<file path="src/rtl/cmr_defines.svh">
// constants of the move and return instruction executor
// Contract
// - accumulator copied to file register 0..63, one cycle
// - file read into accumulator or back to itself
// - file move sets zero flag from moved value
// - literal return loads accumulator, pops PC, two cycles
// - literal return sets global interrupt enable
// - interrupt return pops PC, sets enable, two cycles
// - each return pops stack, level drops one unless already zero, where it stays at zero
`ifndef CMR_DEFINES_SVH
`define CMR_DEFINES_SVH
`define CMR_PC_W       10
`define CMR_STK_DEPTH  8
`define CMR_LVL_W      4
`define CMR_FILE_N     64
`define CMR_ACC_RST    8'h00
`define CMR_PC_RST     10'h000
`define CMR_RET_CYC    2'h2
`endif

</file>
<file path="src/rtl/cmr_pkg.sv">
// types of the move and return instruction executor
`default_nettype none
package cmr_pkg;
  typedef enum logic [2:0]
  {
    CMR_OP_NOP  = 3'b000,
    CMR_OP_MAF  = 3'b001,
    CMR_OP_MFD  = 3'b010,
    CMR_OP_RLIT = 3'b011,
    CMR_OP_RIRQ = 3'b100
  } cmr_op_t;
  typedef enum logic [0:0]
  {
    CMR_ST_EXEC = 1'b0,
    CMR_ST_FLUSH = 1'b1
  } cmr_state_t;
endpackage
`default_nettype wire

</file>
<file path="src/rtl/cmr_core.sv">
// executor for move, no-operation and return instructions with file and call stack
`include "cmr_defines.svh"
`default_nettype none
module cmr_core
  import cmr_pkg::*;
(
  // clock and reset
  input  wire logic        sys_clk,
  input  wire logic        rst_b,
  // instruction issue
  input  wire logic        instr_valid,
  output logic             instr_ready,
  input  wire cmr_op_t     instr_op,
  input  wire logic [5:0]  file_addr,
  input  wire logic        dest_bit,
  input  wire logic [7:0]  literal,
  // stack push from the call logic
  input  wire logic        push_en,
  input  wire logic [9:0]  push_addr,
  // state
  output logic [7:0]       accumulator,
  output logic [9:0]       pc,
  output logic             zero_flag,
  output logic             global_irq_enable,
  output logic [3:0]       stack_level,
  output logic [7:0]       file_peek_data,
  input  wire logic [5:0]  file_peek_addr
);
  logic [7:0]  file_r [`CMR_FILE_N];
  logic [9:0]  stack_r [`CMR_STK_DEPTH];
  logic [7:0]  acc_r;
  logic [9:0]  pc_r;
  logic        zero_r;
  logic        gie_r;
  logic [3:0]  lvl_r;
  logic [7:0]  peek_r;
  cmr_state_t  state_r;
  logic [1:0]  cyc_r;
  logic        go;
  logic        is_ret;
  logic [7:0]  file_val;
  logic [9:0]  tos;

  assign instr_ready = (state_r == CMR_ST_EXEC);
  assign go          = instr_valid && instr_ready;
  assign is_ret      = (instr_op == CMR_OP_RLIT) || (instr_op == CMR_OP_RIRQ);
  assign file_val    = file_r[file_addr];
  assign tos         = (lvl_r == 4'h0) ? `CMR_PC_RST : stack_r[lvl_r[2:0] - 3'h1];
  assign accumulator = acc_r;
  assign pc          = pc_r;
  assign zero_flag   = zero_r;
  assign global_irq_enable = gie_r;
  assign stack_level = lvl_r;
  assign file_peek_data = peek_r;

  // second cycle of a return is a flush cycle
  always_ff @(posedge sys_clk)
  begin
    if (!rst_b)
    begin
      state_r <= CMR_ST_EXEC;
      cyc_r   <= 2'h0;
    end
    else
    begin
      case (state_r)
        CMR_ST_EXEC:
        begin
          if (go && is_ret)
          begin
            state_r <= CMR_ST_FLUSH;
            cyc_r   <= 2'h1;
          end
        end
        CMR_ST_FLUSH:
        begin
          cyc_r <= cyc_r + 2'h1;
          if (cyc_r + 2'h1 == `CMR_RET_CYC)
          begin
            state_r <= CMR_ST_EXEC;
            cyc_r   <= 2'h0;
          end
        end
        default:
        begin
          state_r <= CMR_ST_EXEC;
        end
      endcase
    end
  end

  // data file: no reset, written by the two moves
  always_ff @(posedge sys_clk)
  begin
    if (go && instr_op == CMR_OP_MAF)
      file_r[file_addr] <= acc_r;
    else if (go && instr_op == CMR_OP_MFD && dest_bit)
      file_r[file_addr] <= file_val;
    peek_r <= file_r[file_peek_addr];
  end

  always_ff @(posedge sys_clk)
  begin
    if (!rst_b)
      acc_r <= `CMR_ACC_RST;
    else if (go && instr_op == CMR_OP_MFD && !dest_bit)
      acc_r <= file_val;
    else if (go && instr_op == CMR_OP_RLIT)
      acc_r <= literal;
  end

  always_ff @(posedge sys_clk)
  begin
    if (!rst_b)
      zero_r <= 1'b0;
    else if (go && instr_op == CMR_OP_MFD)
      zero_r <= (file_val == 8'h00);
  end

  always_ff @(posedge sys_clk)
  begin
    if (!rst_b)
      gie_r <= 1'b0;
    else if (go && is_ret)
      gie_r <= 1'b1;
  end

  always_ff @(posedge sys_clk)
  begin
    if (!rst_b)
      pc_r <= `CMR_PC_RST;
    else if (go && is_ret)
      pc_r <= tos;
    else if (go)
      pc_r <= pc_r + 10'h001;
  end

  // stack: pushes from the call logic, pops on returns; empty pop stays at zero
  // a push that meets a taken return is dropped, so level and entries stay in step
  always_ff @(posedge sys_clk)
  begin
    if (!rst_b)
      lvl_r <= 4'h0;
    else if (go && is_ret && lvl_r != 4'h0)
      lvl_r <= lvl_r - 4'h1;
    else if (push_en && lvl_r != 4'h8 && !(go && is_ret))
      lvl_r <= lvl_r + 4'h1;
  end

  always_ff @(posedge sys_clk)
  begin
    if (push_en && lvl_r != 4'h8 && !(go && is_ret))
      stack_r[lvl_r[2:0]] <= push_addr;
  end
endmodule
`default_nettype wire

</file>
<file path="config.mk">
export PLATFORM = sky130hd
export DESIGN_NAME = cmr_core
export DESIGN_NICKNAME = d
export VERILOG_FILES = /design/src/rtl/cmr_pkg.sv /design/src/rtl/cmr_core.sv
export VERILOG_INCLUDE_DIRS = /design/src /design/src/rtl
export SDC_FILE = /design/constraint.sdc
export NUM_CORES = 1
export LEC_CHECK = 0
export BUFFER_PORTS_ARGS = -buffer_cell sky130_fd_sc_hd__clkbuf_2
export CAP_MARGIN = 30
export CORE_UTILIZATION = 57
export CTS_CLUSTER_DIAMETER = 30
export DETAILED_ROUTE_END_ITERATION = 10
export GPL_ROUTABILITY_DRIVEN = 0
export PLACE_DENSITY = 0.72
export SYNTH_ARGS = -nofsm -noshare
export SYNTH_HDL_FRONTEND = slang
export SYNTH_SLANG_ARGS = --single-unit
export TNS_END_PERCENT = 100
</file>
<file path="constraint.sdc">
create_clock -name sys_clk -period 11.15 [get_ports sys_clk]
set_clock_uncertainty 0.1 [all_clocks]
set_input_delay 2.23 -clock sys_clk [delete_from_list [all_inputs] [get_ports sys_clk]]
set_output_delay 2.23 -clock sys_clk [all_outputs]
set_load 0.05 [all_outputs]
</file>
# After elaboration in Yosys (flattened, before gate mapping)
# Memories as Yosys holds them, arrays and structs flattened. A register that Yosys moved wholly into a read port is not among the register bits.
# Index checks and enable logic that the tools add are counted.
[classes]
addsub = 5
eq_ne = 7
n_mux = 21
n_bitwise = 2
reduce_logical = 19
[ops]
columns = ["operator", "count"]
rows = [
  ["two-way mux 10 bit", 3],
  ["two-way mux 8 bit", 3],
  ["adder 10 x 1 -> 10 bit (second input constant)", 1],
  ["logical AND 1 bit", 10],
  ["two-way mux 1 bit", 9],
  ["zero test 8 bit", 1],
  ["two-way mux 4 bit", 2],
  ["equality test 3 x 2 -> 1 bit (second input constant)", 2],
  ["nonzero test 2 bit", 3],
  ["adder 4 x 1 -> 4 bit (second input constant)", 1],
  ["zero test 4 bit", 1],
  ["two-way mux 2 bit", 2],
  ["!= test 4 bit (second input constant)", 1],
  ["one-hot mux 2 bit (2 select lines)", 1],
  ["nonzero test 4 bit", 1],
  ["subtractor 4 x 1 -> 4 bit (second input constant)", 1],
  ["equality test 3 x 1 -> 1 bit (second input constant)", 1],
  ["equality test 3 bit (second input constant)", 1],
  ["subtractor 3 x 1 -> 3 bit (second input constant)", 1],
  ["adder 2 x 1 -> 2 bit (second input constant)", 1],
  ["equality test 2 bit (second input constant)", 1],
  ["zero test 1 bit", 2],
  ["!= test 2 x 1 -> 1 bit (second input constant)", 1],
  ["one-hot mux 1 bit (2 select lines)", 1],
  ["other kinds (3)", 3],
]
[totals]
ff_bits = 27
ramBits = 592
inputBits = 38
out_inout_bits = 33
elab_cells = 63
memories = 2
[mem_list]
columns = ["name", "words", "word_bits", "read_ports", "rd_clocked_by_memory_dff", "wr", "line_no", "source"]
rows = [
  ["file_r", 64, 8, 2, 1, 1, "cmr_core.sv:29", "logic [7:0] file_r [`CMR_FILE_N];"],
  ["stack_r", 8, 10, 1, 0, 1, "cmr_core.sv:30", "logic [9:0] stack_r [`CMR_STK_DEPTH];"],
]

# Depth between registers and ports, before layout
[depth]
depth_word = 8
mapped_depth = 14
depth_no_buf = 10

# Least setup slack after synthesis
# Ideal clock, no wire load.
[synth_timing]
kind = "in2reg"
from = "in file_addr[2]"
to = "mem file_r[0][3] (data pin)"
setup_time_ns = 0.702
arrival_time_ns = 6.352
t_required_ns = 10.348
path_slack_ns = 3.996
path_stages = 11
path_buffers = 5
path_cell_list = "buf_6 > buf_2 > buf_2 > buf_2 > buf_2 > mux2i_1 > o31ai_1 > a21oi_1 > a31oi_1 > a21oi_1 > o21ai_0"
[synth_via]
elab_chain_len = 2
[synth_lines]
columns = ["element", "line_no", "source"]
rows = [
  ["start, declared", "cmr_core.sv:14", "input wire logic [5:0] file_addr,"],
  ["memory read (64 x 8 bit)", "--", ""],
  ["two-way mux 8 bit (no line)", "--", ""],
  ["end, declared", "cmr_core.sv:29", ""],
]
# Every way passes these cells.

# Worst setup path after layout
[layout_timing]
from = "in file_addr[2]"
to = "mem file_r[48][3] (data pin)"
# The elaborated chain is that of the path after synthesis.

==> impl_metrics.json <==
{
  "status": "completed",
  "dpl.cell_count": 2288,
  "grt_max_degree": 66,
  "final_common_cell": "edfxtp_1",
  "pin_count": 71,
  "crit_top_cell": "buf_4",
  "wl_met2_um": 39900,
  "netlist_instances": 1595,
  "layout.nets": 1788,
  "wl_met1_um": 30100,
  "cpMaxStageDelayCell": "buf_4",
  "grt_pass1_vias": 18348,
  "dr_total_vias": 18240,
  "switchingPower_mw": 1.58,
  "drv_slew": 0,
  "crit_arrival_ns": 6.60,
  "slew_headroom_pct": 26.7,
  "intPower_mw": 4.98,
  "synth_area_um2": 28700,
  "worstSetupPathType": "in2reg",
  "worst-path-max-fanout": 64,
  "wl_per_cell_um": 34.4,
  "clock_latency_ns": 0.67,
  "pwr-share-clk_pct": 52.0,
  "yosys_warnings": 0,
  "holdCritPathClass": "reg2reg",
  "yosysSeqAreaShare_pct": 64.3,
  "syn_to_final_growth_pct": 18.9,
  "cap_violations": 0,
  "irDropWorstVdd_mv": 0.141,
  "wl_met3_um": 11600,
  "cts_setup_buffers": 0,
  "synth_ff_type": "edfxtp_1",
  "dp_hpwl_um": 55800,
  "setup_tns_ns": 0,
  "clock.fmax_ghz": 0.160,
  "core-area_um2": 49400,
  "worst_setup_path_end_kind": "flop",
  "grtUsageTotal_pct": 34.8,
  "p_comb_share_pct": 8.2,
  "swShare_pct": 24.1,
  "cp-start-kind": "primary input",
  "setup_viol": 0,
  "avgSynthCellArea_um2": 18.0,
  "highest_layer": "met4",
  "whs_path_depth": 1,
  "worst_slew_pin_slew_ns": 1.10,
  "path_clk_slew_ns": 0.05,
  "powerDensity_nw_per_um2": 192,
  "finalCriticalPeriod_ns": 6.24,
  "async_flop_share_pct": 0,
  "viasPerCell": 7.26,
  "grt_overflow": 0,
  "reg2reg_slack_ns": 7.65,
  "fp-row-count": 81,
  "routed_wl_um": 86500,
  "max_stage_delay_ns": 0.82,
  "rsz0062_at_grt": "false",
  "cp_cell_sequence": "buf_6 -> buf_4 -> buf_4 -> mux4_2 -> a22oi_1 -> and3_1 -> a31oi_1 -> a21oi_1 -> o21ai_4 -> buf_4",
  "stdcell_count": 2512,
  "whs_endpoint": "cyc_r[1]$_SDFFE_PN0P_",
  "drtIter0Drc": 2799,
  "r2r_start": "file_r[22][7]$_DFFE_PP_",
  "required_ns": 11.51,
  "die_area_um2": 51300,
  "drive_above_1_share_pct": 34.1,
  "h-tree-depth": 3,
  "r2r_end": "file_r[6][7]$_DFFE_PP_",
  "die_w_um": 227,
  "fin_crit_sh_pct": 56.0,
  "synthesis.nets": 1636,
  "ctsResizeCount": 0,
  "grt_pass1_wl_um": 125000,
  "hold_start": "cyc_r[1]$_SDFFE_PN0P_",
  "cts_tree": "done",
  "clock_path_buffers": 3,
  "ys_types": 73,
  "critPathBufInv": 4,
  "drtPass1Iterations": 6,
  "cp_top_family": "buffers and inverters",
  "finalHoldViolCount": 0,
  "seqPwrFrac_pct": 39.9,
  "antenna_left": 0,
  "synth_edf_count": 592,
  "cts_sinks": 627,
  "die_y_um": 227,
  "layout_common_cells": "edfxtp_1 (592), mux4_2 (245), clkbuf_16 (117), nor2_1 (86), mux2i_1 (79)",
  "ys_ff_latch": 627,
  "antenna_found_initial": 6,
  "cts.root.buffer_cell": "clkbuf_16",
  "rr_worst_depth": 7,
  "drc": 0,
  "portBuffers": 70,
  "cts_hold_buf": 0,
  "cts_buffers": 116,
  "p_leak_nw": 11.6,
  "start_util_pct": 58.2
}
## per-stage QoR
step	area [µm²]	utilization, %	power, mW	hold WS, ns	setup WS [ns]
6_report	34200	69.2	6.56	0.380	4.91
5_1_grt	34200	69.2	6.68	0.410	4.73
4_1_cts	34100	69.0	6.55	0.380	4.91
3_5_place_dp	30200	61.2	3.17	0.369	4.25
3_3_place_gp	29700	60.1	3.16	0.354	4.08
2_1_floorplan	28700	-	3.00	0.347	4.00
## power by group through the flow
stage	logic (mW)	clock network (mW)	registers, mW
finish	0.536	3.41	2.61
global placement	0.506	0	2.66
detailed placement	0.516	0	2.66
global route	0.551	3.52	2.61
floorplan	0.312	0	2.69
CTS	0.520	3.42	2.61
## layout make-up
class                           count  area (µm²)
Multi-Input combinational cell    833        9700
Clock buffer                      133        3000
Sequential cell                   627       18500
Inverter                           10        37.5
Clock inverter                     80         837
Timing Repair Buffer              159        1280
Antenna cell                        6        15.0
Tap cell                          664         831
Fill cell                        3058       15200
## cells by family after synthesis
logic type | Yosys count | share of synthesized area [%]
mux | 345 | 22.8
xor+xnor | 4 | 0.122
compound gates | 228 | 5.98
fa+ha+maj | 3 | 0.131
simple gates | 253 | 4.49
buf+inv | 135 | 2.12
flops | 627 | 64.3
## cells in the mapped netlist (all sizes together) (5+ instances only)
cell type	instances	share of area, %
edfxtp	592	62
mux4	246	19
nor2	87	1.1
mux2i	79	2.8
buf	67	1.2
clkbuf	58	0.76
nand2	52	0.68
a221oi	51	1.6
dfxtp	35	2.4
o21ai	29	0.51
o22ai	25	0.54
a21oi	22	0.38
a22oi	22	0.57
mux2	20	0.80
and3	19	0.41
nand3	15	0.26
nor2b	14	0.30
a22o	12	0.37
nand3b	11	0.29
nor3	11	0.19
inv	10	0.13
a221o	9	0.31
o211a	7	0.24
o221ai	6	0.18
nand2b	5	0.11
o2bb2ai	5	0.15
## per-layer routing
metal | GRT usage, % | vias up
li1 | - | 7144
met1 | 45.0 | 9301
met2 | 51.9 | 1467
met3 | 11.8 | 328
met4 | 19.7 | 0
met5 | 0 | -
## sequential cells by signal (all words and copies together) (netlist names)
| name | count |
|---|---|
| file_r | 512 |
| global_irq_enable | 1 |
| stack_level | 4 |
| cyc_r | 2 |
| state_r | 1 |
| stack_r | 80 |
| file_peek_data | 8 |
| zero_flag | 1 |
| pc | 10 |
| accumulator | 8 |
## worst max path at each step
stage                                         end  cells past startpoint  slack [ns]          from
after global routing      file_r[60][3]$_DFFE_PP_                     10        4.73  file_addr[2]
after floorplan            file_r[0][3]$_DFFE_PP_                     11        4.00  file_addr[2]
after detailed placement  file_r[49][3]$_DFFE_PP_                     10        4.25  file_addr[2]
after CTS                 file_r[38][3]$_DFFE_PP_                     10        4.91  file_addr[2]
after global placement     file_r[6][0]$_DFFE_PP_                      9        4.08  file_addr[0]
final                     file_r[48][3]$_DFFE_PP_                     10        4.91  file_addr[2]
Note: power is estimated with default switching activity, not from simulation.
